===== config.mk =====
export PLATFORM = sky130hd
export DESIGN_NAME = mitc_top
export DESIGN_NICKNAME = d
export VERILOG_FILES = /design/src/rtl/mitc_pkg.sv /design/src/rtl/mitc_top.sv /design/src/rtl/mitc_edge_detect.sv
export SDC_FILE = /design/constraint.sdc
export NUM_CORES = 1
export LEC_CHECK = 0
export ABC_AREA = 1
export BUFFER_PORTS_ARGS = -buffer_cell sky130_fd_sc_hd__buf_2
export CAP_MARGIN = 10
export CORE_MARGIN = 2
export CORE_UTILIZATION = 25
export CTS_BUF_LIST = sky130_fd_sc_hd__clkbuf_4
export DETAILED_ROUTE_END_ITERATION = 8
export SLEW_MARGIN = 0
export SYNTH_ARGS = -nofsm -noshare
export SYNTH_HDL_FRONTEND = slang
export SYNTH_HIERARCHICAL = 1
export SYNTH_SLANG_ARGS = --single-unit

===== constraint.sdc =====
create_clock -name sys_clk_i -period 15.3 [get_ports sys_clk_i]
set_input_delay 3.06 -clock sys_clk_i [delete_from_list [all_inputs] [get_ports sys_clk_i]]
set_output_delay 3.06 -clock sys_clk_i [all_outputs]
set_load 0.01 [all_outputs]

===== src/rtl/mitc_pkg.sv =====
// constants, types and field layouts of the maskable interrupt and trap control block
// assumes a single system clock and one cpu event per cycle from the core
// Operation
// - fourteen maskable sources, each with own mask
// - best programmed level wins, default order breaks ties
// - with block clear, only strictly higher level preempts
// - interrupt entry saves pc, status, cause; jumps
// - masked or blocked requests stay pending until allowed
// - return restores pc, status when trap, nmi clear
// - pending bit 7 set by request, cleared on accept
// - mask bit 6 holds request pending when set
// - bits 2-0 give level, 0 highest, 7 lowest
// - two-bit edge code per external pin
// - group-0 and group-1 edge registers, group-1 reset zero
// - in-service bit of accepted level set, read-only
// - return clears highest in-service bit, not from traps
// - status bit 5 blocks maskable; set, clear, rewrite
// - traps and exceptions ignore the block flag
// - trap always taken; vector by operand half
// - trap entry saves state, sets trap and block
// - return with trap flag restores saved pc, status
// - status bit 6 marks trap in progress
// - status bit 7 marks nonmaskable handling active
// - bad opcode decoded from bits 5-10 and 23-26
// - default priority: lower source number wins
// - source control resets masked at level 7
package mitc_pkg;
  localparam int NUM_SRC = 14;
  localparam int NUM_LVL = 8;
  localparam int LVL_W = 3;
  localparam int SRC_W = 4;
  localparam int PINS_PER_GRP = 4;
  localparam int EXT_PINS = 8;
  localparam int GRP0_FIRST_SRC = 10;
  localparam int GRP1_FIRST_SRC = 1;

  // source control layout
  localparam int IC_PEND_BIT = 7;
  localparam int IC_MASK_BIT = 6;
  localparam int IC_PRIO_LSB = 0;
  localparam logic [7:0] IC_RESET = 8'h47;
  localparam logic [7:0] IC_USED_MASK = 8'hc7;

  // edge codes
  localparam logic [1:0] EDGE_FALL = 2'h0;
  localparam logic [1:0] EDGE_RISE = 2'h1;
  localparam logic [1:0] EDGE_RSVD = 2'h2;
  localparam logic [1:0] EDGE_BOTH = 2'h3;
  localparam logic [7:0] EDGE_RESET = 8'h00;

  // peripheral addresses
  localparam logic [31:0] ADDR_IC_BASE = 32'hfffff110;
  localparam logic [31:0] ADDR_EDGE_G0 = 32'hfffff180;
  localparam logic [31:0] ADDR_EDGE_G1 = 32'hfffff184;
  localparam logic [31:0] ADDR_IN_SERVICE_LEVELS = 32'hfffff188;

  // status word
  localparam int PSW_NP_BIT = 7;
  localparam int PSW_EP_BIT = 6;
  localparam int PSW_ID_BIT = 5;
  localparam logic [31:0] PSW_RESET = 32'h00000020;
  localparam logic [31:0] PSW_WR_MASK = 32'h000000ff;

  // system register numbers
  localparam logic [4:0] SREG_SAVED_INT_PC = 5'h00;
  localparam logic [4:0] SREG_SAVED_INT_STATUS_WORD = 5'h01;
  localparam logic [4:0] SREG_ECR = 5'h04;
  localparam logic [4:0] SREG_PSW = 5'h05;

  // cause codes and vectors
  localparam logic [15:0] CODE_TRAP_BASE = 16'h0040;
  localparam logic [15:0] CODE_BAD_OPCODE_EXCEPTION = 16'h0060;
  localparam logic [15:0] CODE_INT_BASE = 16'h0080;
  localparam int CODE_INT_SHIFT = 4;
  localparam logic [31:0] VEC_TRAP_LO = 32'h00000040;
  localparam logic [31:0] VEC_TRAP_HI = 32'h00000050;
  localparam int TRAP_HI_BIT = 4;

  // bad opcode fields
  localparam int ILG_SUB_LSB = 5;
  localparam int ILG_SUB_MSB = 10;
  localparam logic [5:0] ILG_SUB_VAL = 6'h3f;
  localparam int ILG_OP_LSB = 23;
  localparam int ILG_OP_MSB = 26;
  localparam logic [3:0] ILG_OP_MIN = 4'h3;

  typedef struct packed {
    logic wr;
    logic rd;
    logic [31:0] addr;
    logic [7:0] wdata;
  } mitc_per_access_type;

  typedef struct packed {
    logic instr_valid;
    logic [31:0] instr;
    logic [31:0] next_pc;
    logic trap;
    logic [4:0] trap_op;
    logic return_from_handler_instr;
    logic ei;
    logic di;
    logic load_system_reg_instr;
    logic [4:0] sreg_id;
    logic [31:0] sreg_wdata;
  } mitc_cpu_event_type;

  typedef struct packed {
    logic valid;
    logic [15:0] code;
    logic [31:0] pc;
  } mitc_redirect_type;
endpackage


===== src/rtl/mitc_top.sv =====
// maskable interrupt controller with trap and exception entry for the cpu core
// assumes core presents at most one instruction event per cycle and
// obeys the redirect in the following cycle
`timescale 1ns/100ps
module mitc_top
  import mitc_pkg::*;
(
  input wire logic sys_clk_i,
  input wire logic reset_n_i,
  input wire logic [NUM_SRC-1:0] src_req_i,
  input wire logic [PINS_PER_GRP-1:0] ext_irq_group0_pins_i,
  input wire logic [PINS_PER_GRP-1:0] ext_irq_group1_pins_i,
  input wire mitc_per_access_type per_bus_i,
  output logic [7:0] per_rdata_o,
  input wire mitc_cpu_event_type cpu_evt_i,
  input wire logic [4:0] sreg_rd_id_i,
  output logic [31:0] sreg_rdata_o,
  output mitc_redirect_type redirect_o,
  output logic [31:0] program_status_word_o,
  output logic [NUM_LVL-1:0] in_service_levels_o
);
  ////////////////////////////////////////////////////////////////////////
  // decode helpers
  function automatic logic [SRC_W:0] src_hit(input logic [31:0] a);
    logic [31:0] off;
    off = a - ADDR_IC_BASE;
    if (off < 32'(NUM_SRC))
      return {1'b1, off[SRC_W-1:0]};
    return '0;
  endfunction

  // lowest set index is the level in service; msb flags empty
  function automatic logic [LVL_W:0] in_service_levels_top(input logic [NUM_LVL-1:0] v);
    logic [LVL_W:0] r;
    r = {1'b1, {LVL_W{1'b0}}};
    for (int k = NUM_LVL - 1; k >= 0; k--)
      if (v[k])
        r = {1'b0, LVL_W'(k)};
    return r;
  endfunction

  function automatic logic bad_opcode(input logic [31:0] w);
    return (w[ILG_SUB_MSB:ILG_SUB_LSB] == ILG_SUB_VAL) &&
      (w[ILG_OP_MSB:ILG_OP_LSB] >= ILG_OP_MIN);
  endfunction

  ////////////////////////////////////////////////////////////////////////
  // state
  logic [7:0] ic_reg [NUM_SRC];
  logic [7:0] ic_next [NUM_SRC];
  logic [7:0] edge_g0_reg, edge_g0_next;
  logic [7:0] edge_g1_reg, edge_g1_next;
  logic [7:0] per_rdata_reg, per_rdata_next;
  logic [31:0] psw_reg, psw_next;
  logic [31:0] saved_int_pc_reg, saved_int_pc_next;
  logic [31:0] saved_int_status_word_reg, saved_int_status_word_next;
  logic [31:0] ecr_reg, ecr_next;
  logic [NUM_LVL-1:0] in_service_levels_reg, in_service_levels_next;
  logic [31:0] sreg_rdata_reg, sreg_rdata_next;
  mitc_redirect_type redirect_reg, redirect_next;

  logic [EXT_PINS-1:0] pin_pulse;
  logic [NUM_SRC-1:0] src_evt;
  logic best_found;
  logic [LVL_W-1:0] best_lvl;
  logic [SRC_W-1:0] best_idx;
  logic [LVL_W:0] top_lvl;
  logic int_ok;
  logic accept_int;
  logic evt_ilg;
  logic evt_trap;
  logic core_busy;
  logic [15:0] int_code;
  logic [SRC_W:0] wr_hit;
  logic [SRC_W:0] rd_hit;

  ////////////////////////////////////////////////////////////////////////
  // request sources
  mitc_edge_detect #(.PINS(EXT_PINS)) u_edge (
    .sys_clk_i(sys_clk_i),
    .reset_n_i(reset_n_i),
    .pins_i({ext_irq_group1_pins_i, ext_irq_group0_pins_i}),
    .codes_i({edge_g1_reg, edge_g0_reg}),
    .pulse_o(pin_pulse)
  );

  always_comb
  begin
    src_evt = src_req_i;
    src_evt[GRP0_FIRST_SRC +: PINS_PER_GRP] =
      src_req_i[GRP0_FIRST_SRC +: PINS_PER_GRP] | pin_pulse[PINS_PER_GRP-1:0];
    src_evt[GRP1_FIRST_SRC +: PINS_PER_GRP] =
      src_req_i[GRP1_FIRST_SRC +: PINS_PER_GRP] | pin_pulse[EXT_PINS-1:PINS_PER_GRP];
  end

  ////////////////////////////////////////////////////////////////////////
  // arbitration
  always_comb
  begin
    best_found = 1'b0;
    best_lvl = {LVL_W{1'b1}};
    best_idx = '0;
    for (int i = 0; i < NUM_SRC; i++)
    begin
      // strict compare keeps the lower source number on a tie
      if (ic_reg[i][IC_PEND_BIT] && !ic_reg[i][IC_MASK_BIT] &&
          (!best_found || ic_reg[i][IC_PRIO_LSB +: LVL_W] < best_lvl))
      begin
        best_found = 1'b1;
        best_lvl = ic_reg[i][IC_PRIO_LSB +: LVL_W];
        best_idx = SRC_W'(i);
      end
    end
  end

  assign top_lvl = in_service_levels_top(in_service_levels_reg);
  assign int_ok = best_found && !psw_reg[PSW_ID_BIT] && !psw_reg[PSW_NP_BIT] &&
    (top_lvl[LVL_W] || best_lvl < top_lvl[LVL_W-1:0]);
  assign evt_ilg = cpu_evt_i.instr_valid && bad_opcode(cpu_evt_i.instr);
  assign evt_trap = cpu_evt_i.trap && !evt_ilg;
  assign core_busy = evt_ilg || cpu_evt_i.trap || cpu_evt_i.return_from_handler_instr || cpu_evt_i.ei ||
    cpu_evt_i.di || cpu_evt_i.load_system_reg_instr;
  assign accept_int = int_ok && !core_busy;
  assign int_code = CODE_INT_BASE + (16'(best_idx) << CODE_INT_SHIFT);
  assign wr_hit = src_hit(per_bus_i.addr);
  assign rd_hit = src_hit(per_bus_i.addr);

  ////////////////////////////////////////////////////////////////////////
  // peripheral registers
  always_comb
  begin
    edge_g0_next = edge_g0_reg;
    edge_g1_next = edge_g1_reg;
    for (int i = 0; i < NUM_SRC; i++)
    begin
      ic_next[i] = ic_reg[i];
      if (per_bus_i.wr && wr_hit[SRC_W] && wr_hit[SRC_W-1:0] == SRC_W'(i))
        ic_next[i] = per_bus_i.wdata & IC_USED_MASK;
      if (accept_int && best_idx == SRC_W'(i))
        ic_next[i][IC_PEND_BIT] = 1'b0;
      if (src_evt[i])
        ic_next[i][IC_PEND_BIT] = 1'b1;
    end
    if (per_bus_i.wr && per_bus_i.addr == ADDR_EDGE_G0)
      edge_g0_next = per_bus_i.wdata;
    if (per_bus_i.wr && per_bus_i.addr == ADDR_EDGE_G1)
      edge_g1_next = per_bus_i.wdata;
    per_rdata_next = per_rdata_reg;
    if (per_bus_i.rd)
    begin
      if (rd_hit[SRC_W])
        per_rdata_next = ic_reg[rd_hit[SRC_W-1:0]];
      else if (per_bus_i.addr == ADDR_EDGE_G0)
        per_rdata_next = edge_g0_reg;
      else if (per_bus_i.addr == ADDR_EDGE_G1)
        per_rdata_next = edge_g1_reg;
      else if (per_bus_i.addr == ADDR_IN_SERVICE_LEVELS)
        per_rdata_next = in_service_levels_reg;
      else
        per_rdata_next = 8'h00;
    end
  end

  always_ff @(posedge sys_clk_i or negedge reset_n_i)
  begin
    if (!reset_n_i)
    begin
      for (int i = 0; i < NUM_SRC; i++)
        ic_reg[i] <= IC_RESET;
      edge_g0_reg <= EDGE_RESET;
      edge_g1_reg <= EDGE_RESET;
      per_rdata_reg <= 8'h00;
    end
    else
    begin
      for (int i = 0; i < NUM_SRC; i++)
        ic_reg[i] <= ic_next[i];
      edge_g0_reg <= edge_g0_next;
      edge_g1_reg <= edge_g1_next;
      per_rdata_reg <= per_rdata_next;
    end
  end

  ////////////////////////////////////////////////////////////////////////
  // core state: status word, saved registers, in-service levels
  always_comb
  begin
    psw_next = psw_reg;
    saved_int_pc_next = saved_int_pc_reg;
    saved_int_status_word_next = saved_int_status_word_reg;
    ecr_next = ecr_reg;
    in_service_levels_next = in_service_levels_reg;
    redirect_next = '0;
    if (evt_ilg || evt_trap)
    begin
      // taken regardless of the block flag
      saved_int_pc_next = cpu_evt_i.next_pc;
      saved_int_status_word_next = psw_reg;
      ecr_next[15:0] = evt_ilg ? CODE_BAD_OPCODE_EXCEPTION : CODE_TRAP_BASE + 16'(cpu_evt_i.trap_op);
      psw_next[PSW_EP_BIT] = 1'b1;
      psw_next[PSW_ID_BIT] = 1'b1;
      redirect_next.valid = 1'b1;
      redirect_next.code = ecr_next[15:0];
      if (evt_ilg)
        redirect_next.pc = 32'(CODE_BAD_OPCODE_EXCEPTION);
      else
        redirect_next.pc = cpu_evt_i.trap_op[TRAP_HI_BIT] ? VEC_TRAP_HI : VEC_TRAP_LO;
    end
    else if (cpu_evt_i.return_from_handler_instr)
    begin
      if (psw_reg[PSW_EP_BIT] || !psw_reg[PSW_NP_BIT])
      begin
        psw_next = saved_int_status_word_reg & PSW_WR_MASK;
        redirect_next.valid = 1'b1;
        redirect_next.pc = saved_int_pc_reg;
      end
      if (!psw_reg[PSW_EP_BIT] && !psw_reg[PSW_NP_BIT] && !top_lvl[LVL_W])
        in_service_levels_next[top_lvl[LVL_W-1:0]] = 1'b0;
    end
    else if (cpu_evt_i.ei)
      psw_next[PSW_ID_BIT] = 1'b0;
    else if (cpu_evt_i.di)
      psw_next[PSW_ID_BIT] = 1'b1;
    else if (cpu_evt_i.load_system_reg_instr)
    begin
      unique case (cpu_evt_i.sreg_id)
        SREG_SAVED_INT_PC: saved_int_pc_next = cpu_evt_i.sreg_wdata;
        SREG_SAVED_INT_STATUS_WORD: saved_int_status_word_next = cpu_evt_i.sreg_wdata & PSW_WR_MASK;
        SREG_ECR: ecr_next = ecr_reg;
        SREG_PSW: psw_next = cpu_evt_i.sreg_wdata & PSW_WR_MASK;
        default: psw_next = psw_reg;
      endcase
    end
    else if (accept_int)
    begin
      saved_int_pc_next = cpu_evt_i.next_pc;
      saved_int_status_word_next = psw_reg;
      ecr_next[15:0] = int_code;
      psw_next[PSW_ID_BIT] = 1'b1;
      psw_next[PSW_EP_BIT] = 1'b0;
      in_service_levels_next[best_lvl] = 1'b1;
      redirect_next.valid = 1'b1;
      redirect_next.code = int_code;
      redirect_next.pc = 32'(int_code);
    end
    unique case (sreg_rd_id_i)
      SREG_SAVED_INT_PC: sreg_rdata_next = saved_int_pc_reg;
      SREG_SAVED_INT_STATUS_WORD: sreg_rdata_next = saved_int_status_word_reg;
      SREG_ECR: sreg_rdata_next = ecr_reg;
      SREG_PSW: sreg_rdata_next = psw_reg;
      default: sreg_rdata_next = 32'h00000000;
    endcase
  end

  always_ff @(posedge sys_clk_i or negedge reset_n_i)
  begin
    if (!reset_n_i)
    begin
      psw_reg <= PSW_RESET;
      saved_int_pc_reg <= 32'h00000000;
      saved_int_status_word_reg <= 32'h00000000;
      ecr_reg <= 32'h00000000;
      in_service_levels_reg <= '0;
      redirect_reg <= '0;
      sreg_rdata_reg <= 32'h00000000;
    end
    else
    begin
      psw_reg <= psw_next;
      saved_int_pc_reg <= saved_int_pc_next;
      saved_int_status_word_reg <= saved_int_status_word_next;
      ecr_reg <= ecr_next;
      in_service_levels_reg <= in_service_levels_next;
      redirect_reg <= redirect_next;
      sreg_rdata_reg <= sreg_rdata_next;
    end
  end

  assign per_rdata_o = per_rdata_reg;
  assign sreg_rdata_o = sreg_rdata_reg;
  assign redirect_o = redirect_reg;
  assign program_status_word_o = psw_reg;
  assign in_service_levels_o = in_service_levels_reg;

  ////////////////////////////////////////////////////////////////////////
  // checks
  int_entry_a: assert property (@(posedge sys_clk_i) disable iff (!reset_n_i)
    accept_int |=> redirect_reg.valid && redirect_reg.pc == 32'($past(int_code)) &&
      psw_reg[PSW_ID_BIT] && !psw_reg[PSW_EP_BIT] && saved_int_pc_reg == $past(cpu_evt_i.next_pc) &&
      saved_int_status_word_reg == $past(psw_reg) && ecr_reg[15:0] == $past(int_code))
    else $error("maskable entry state wrong");

  mask_holds_a: assert property (@(posedge sys_clk_i) disable iff (!reset_n_i)
    accept_int |-> !ic_reg[best_idx][IC_MASK_BIT] && ic_reg[best_idx][IC_PEND_BIT])
    else $error("masked or idle source accepted");

  block_holds_a: assert property (@(posedge sys_clk_i) disable iff (!reset_n_i)
    (psw_reg[PSW_ID_BIT] || psw_reg[PSW_NP_BIT]) |-> !accept_int)
    else $error("request accepted while blocked");

  preempt_level_a: assert property (@(posedge sys_clk_i) disable iff (!reset_n_i)
    (accept_int && in_service_levels_reg != '0) |-> best_lvl < top_lvl[LVL_W-1:0])
    else $error("nesting at equal or lower level");

  in_service_levels_set_a: assert property (@(posedge sys_clk_i) disable iff (!reset_n_i)
    accept_int |=> in_service_levels_reg[$past(best_lvl)] && !ic_reg[$past(best_idx)][IC_MASK_BIT])
    else $error("in-service bit not set on accept");

  trap_vec_a: assert property (@(posedge sys_clk_i) disable iff (!reset_n_i)
    evt_trap |=> redirect_reg.valid &&
      redirect_reg.pc == ($past(cpu_evt_i.trap_op[TRAP_HI_BIT]) ? VEC_TRAP_HI : VEC_TRAP_LO))
    else $error("trap vector wrong");

  trap_flags_a: assert property (@(posedge sys_clk_i) disable iff (!reset_n_i)
    (evt_trap || evt_ilg) |=> psw_reg[PSW_EP_BIT] && psw_reg[PSW_ID_BIT] &&
      saved_int_status_word_reg == $past(psw_reg) && saved_int_pc_reg == $past(cpu_evt_i.next_pc))
    else $error("trap entry flags or saves wrong");

  bad_opcode_a: assert property (@(posedge sys_clk_i) disable iff (!reset_n_i)
    (cpu_evt_i.instr_valid && cpu_evt_i.instr[ILG_SUB_MSB:ILG_SUB_LSB] == ILG_SUB_VAL &&
      cpu_evt_i.instr[ILG_OP_MSB:ILG_OP_LSB] >= ILG_OP_MIN) |=> ecr_reg[15:0] == CODE_BAD_OPCODE_EXCEPTION)
    else $error("bad opcode not raised");

  return_from_handler_instr_in_service_levels_a: assert property (@(posedge sys_clk_i) disable iff (!reset_n_i)
    (cpu_evt_i.return_from_handler_instr && !cpu_evt_i.trap && !evt_ilg && in_service_levels_reg != '0) |=>
      $countones(in_service_levels_reg) == $countones($past(in_service_levels_reg)) -
        (($past(psw_reg[PSW_EP_BIT]) || $past(psw_reg[PSW_NP_BIT])) ? 0 : 1))
    else $error("in-service clear on return wrong");

  return_from_handler_instr_restore_a: assert property (@(posedge sys_clk_i) disable iff (!reset_n_i)
    (cpu_evt_i.return_from_handler_instr && !cpu_evt_i.trap && !evt_ilg &&
      (psw_reg[PSW_EP_BIT] || !psw_reg[PSW_NP_BIT])) |=>
      redirect_reg.pc == $past(saved_int_pc_reg) && psw_reg == ($past(saved_int_status_word_reg) & PSW_WR_MASK))
    else $error("return did not restore");

  return_from_handler_instr_refused_a: assert property (@(posedge sys_clk_i) disable iff (!reset_n_i)
    (cpu_evt_i.return_from_handler_instr && !cpu_evt_i.trap && !evt_ilg && !psw_reg[PSW_EP_BIT] &&
      psw_reg[PSW_NP_BIT]) |=> !redirect_reg.valid && psw_reg == $past(psw_reg))
    else $error("nonmaskable return not left alone");

  unblock_instr_a: assert property (@(posedge sys_clk_i) disable iff (!reset_n_i)
    (cpu_evt_i.ei && !cpu_evt_i.trap && !cpu_evt_i.return_from_handler_instr && !evt_ilg) |=>
      !psw_reg[PSW_ID_BIT] && !redirect_reg.valid)
    else $error("unblock did not clear block flag");
endmodule


===== src/rtl/mitc_edge_detect.sv =====
// valid edge detection for the external request pins
// assumes pins already synchronous to sys_clk_i
`timescale 1ns/100ps
module mitc_edge_detect
  import mitc_pkg::*;
#(
  parameter int PINS = EXT_PINS
)
(
  input wire logic sys_clk_i,
  input wire logic reset_n_i,
  input wire logic [PINS-1:0] pins_i,
  input wire logic [2*PINS-1:0] codes_i,
  output logic [PINS-1:0] pulse_o
);
  logic [PINS-1:0] prev_reg;
  logic [PINS-1:0] prev_next;

  always_comb
  begin
    prev_next = pins_i;
  end

  always_ff @(posedge sys_clk_i or negedge reset_n_i)
  begin
    if (!reset_n_i)
      prev_reg <= '0;
    else
      prev_reg <= prev_next;
  end

  ////////////////////////////////////////////////////////////////////////
  genvar g;
  generate
    for (g = 0; g < PINS; g++)
    begin : gen_pin
      logic rise;
      logic fall;
      assign rise = pins_i[g] & ~prev_reg[g];
      assign fall = ~pins_i[g] & prev_reg[g];
      always_comb
      begin
        unique case (codes_i[2*g +: 2])
          EDGE_FALL: pulse_o[g] = fall;
          EDGE_RISE: pulse_o[g] = rise;
          EDGE_BOTH: pulse_o[g] = rise | fall;
          EDGE_RSVD: pulse_o[g] = 1'b0;
        endcase
      end
      rsvd_quiet_a: assert property (@(posedge sys_clk_i) disable iff (!reset_n_i)
        (codes_i[2*g +: 2] == EDGE_RSVD) |-> !pulse_o[g])
        else $error("reserved edge code produced a request");
    end
  endgenerate
endmodule


==> reports/results.ini <==
[outcome]
outcome = finished, final reports clean

[clocking]
clock_latency_ns = 0.77
path_clk_slew_ns = 0.06
cts_buffers = 70
cts.sinks = 241
clockBufferDepth = 3
root_buffer = clkbuf_4
htreeDepth = 3
cts_tree = done
postCtsHoldBufs = 0

[layout]
syn_to_final_growth_pct = 20.4
largest_reg_flops = 70
drive_above_1_share = 0.220
multiInputGateArea_sq_mm = 0.00687
fin_area_sq_mm = 0.0175
fill_cells = 6344
seqCellArea_sq_mm = 0.00610
final_core_util = 0.304
nets = 2513

[grt]
grt_pass1_wl_um = 75000
overflow = 0
grt_use_met1 = 0.212
grt_max_degree = 78
grt_util_all_layers = 0.159
use_met3 = 0.0316
grt_pass1_vias = 13300
busiest_layer = met2
use_met2 = 0.257
antenna_found_initial = 8

[sta]
slew_headroom = 0.341
rsz0062_at_grt = false
finalMaxSlewViolations = 0
setup_tns_ns = 0
post-route-min-period_ns = 13.59
hold_viol = 0
tightest_slew_ns = 0.980
period_share = 0.888
setup_viol = 0
finalClockSkew_ns = 0.0472
fmax_mhz = 73.6

[yosys]
syn_area_sq_mm = 0.0145
async_reset_ff_frac = 1.00
synth_edf_count = 0
yosys.cell_count.top_type = nand2_1
synthTopCellsByArea = dfrtp_1, nand2_1, dfstp_2
syn_inst = 1996
synth_flop_cell = dfrtp_1
ys_seq_elements = 241
synth_top_cell_area_share = 0.317
yosys.cell_types.count = 60
yosys_warnings = 6
ys_seq_area_frac = 0.420
synth_top_area_cell = dfrtp_1
avgSynthCellArea_sq_um = 7.28
synth.top_cells.by_count = nand2_1, inv_1, nor2_1

[setup_path]
cpPeakStageDelay_ns = 0.44
timing.critical_path.max_delay_family = simple AND/OR/NAND/NOR gates
slowest_stage = dfrtp_1
critPathMostFrequentCell = nand2_1
critPathMaxFanout = 18
reg2reg_from = ic_reg[111]
worst-path-buf-inv = 18
r2r_slack_ns = 1.71
crit_start = ic_reg[111]
start_kind = flop
critPathRequiredTime_ns = 15.99
critPathArrivalTime_ns = 14.28
critPathCaptureType = flop
timing_worst_setup_path_type = reg2reg

[routing]
first_pass_iters = 6
drc = 0
drtIter0Drc = 857
wire_per_inst_um = 15.5
routed_wl_um = 48400
ant_nets = 0
avgViaCountPerCell = 4.50
via_count = 14000

[floorplan]
die_w_um = 245
die_height_um = 245
initial_core_util = 0.252
rows = 88
dieArea_sq_mm = 0.0601
core_sq_mm = 0.0576
io_pins = 312

[placed_design]
gp_congestion = 0.883
numPortBuffers = 258
dpl-instance-area_sq_mm = 0.0165
hpwlAfterDp_um = 36500

[hold_path]
hold_class = reg2reg
min-delay-start = saved_int_status_word_reg[7]

[job]
cap_violations = 0

worst min-delay path, cell delays in order (launching register included):
cell	delay (ns)
dfrtp_1	0.34
nand2_1	0.06
nand2_1	0.04
cell usage in the layout, fill, tap and decap left out, types with 4 or more instances in the layout:
cell type,Yosys,final
a21oi_1,21,21
o21ai_0,152,140
clkinv_1,15,29
o21ai_1,21,30
xor2_1,7,7
ha_1,29,29
nand4_1,25,25
o211ai_1,8,8
a221oi_1,10,10
diode_2,0,8
nand3_1,175,175
nor4_1,7,7
nor3_1,25,25
nand2_1,530,530
nand2_4,18,18
o21ai_2,1,4
conb_1,1,31
inv_2,3,5
buf_4,34,16
inv_1,300,300
o22ai_1,23,23
nand2_2,40,40
nor2_1,196,195
o221ai_1,11,11
dfrtp_1,184,184
o21a_1,4,4
a22oi_1,13,13
buf_2,1,257
dfstp_2,57,57
clkbuf_4,2,98
stage by stage:
| stage | hold slack, ns | instances | worst slack, ns |
|---|---|---|---|
| 2_1_floorplan | 0.442 | 2026 | 2.67 |
| 3_3_place_gp | 0.455 | 2991 | 0.529 |
| 3_5_place_dp | 0.458 | 2991 | 0.588 |
| 4_1_cts | 0.473 | 3112 | 0.511 |
| 5_1_grt | 0.492 | 3122 | 0.0465 |
| 6_report | 0.472 | 3123 | 1.71 |
repair_timing:
item / in CTS / in global routing
setup buffers: 0 / 2
gates resized for setup: 0 / 14
hold endpoints to repair: 0 / 0
setup endpoints to repair: 0 / 84
kinds of logic (layout without fill, tap and decap cells):
logic type               count (synthesis)  in the layout  share of synthesized area
buffers and inverters                  391            714                      0.118
AO/OA/AOI/OAI                          291            291                      0.119
other                                    1             39                   0.000258
multiplexers                             4              4                    0.00293
flip-flops                             241            241                      0.420
XOR/XNOR                                10             10                    0.00603
adder cells (fa/ha/maj)                 29             29                     0.0250
AND/OR/NAND/NOR                       1029           1030                      0.310
final cells by class:
type / count / share of cell area
Antenna cell: 8 / 0.00114
Clock buffer: 98 / 0.0420
Clock inverter: 23 / 0.00994
Inverter: 318 / 0.0682
Multi-Input combinational cell: 1395 / 0.393
Sequential cell: 241 / 0.349
Tap cell: 765 / 0.0547
Timing Repair Buffer: 275 / 0.0824
path summary, 6_finish.rpt:
check | depth (start not counted) | to
max in group asynchronous | 3 | in_service_levels_o[4]
min in group asynchronous | 1 | redirect_o[39]
max | 120 | saved_int_pc_reg[14]
min | 2 | saved_int_status_word_reg[7]
min reg2reg | 2 | saved_int_status_word_reg[7]
max reg2reg | 120 | saved_int_pc_reg[14]
metal layers:
layer	vias to the layer above	share of wire
li1	7027	-
met5	-	0.00019
met3	56	0.051
met1	6601	0.46
met4	2	0.018
met2	362	0.47
Power is not shown: default switching activity piles up to over one toggle a cycle in this logic, so the estimate is an artifact.
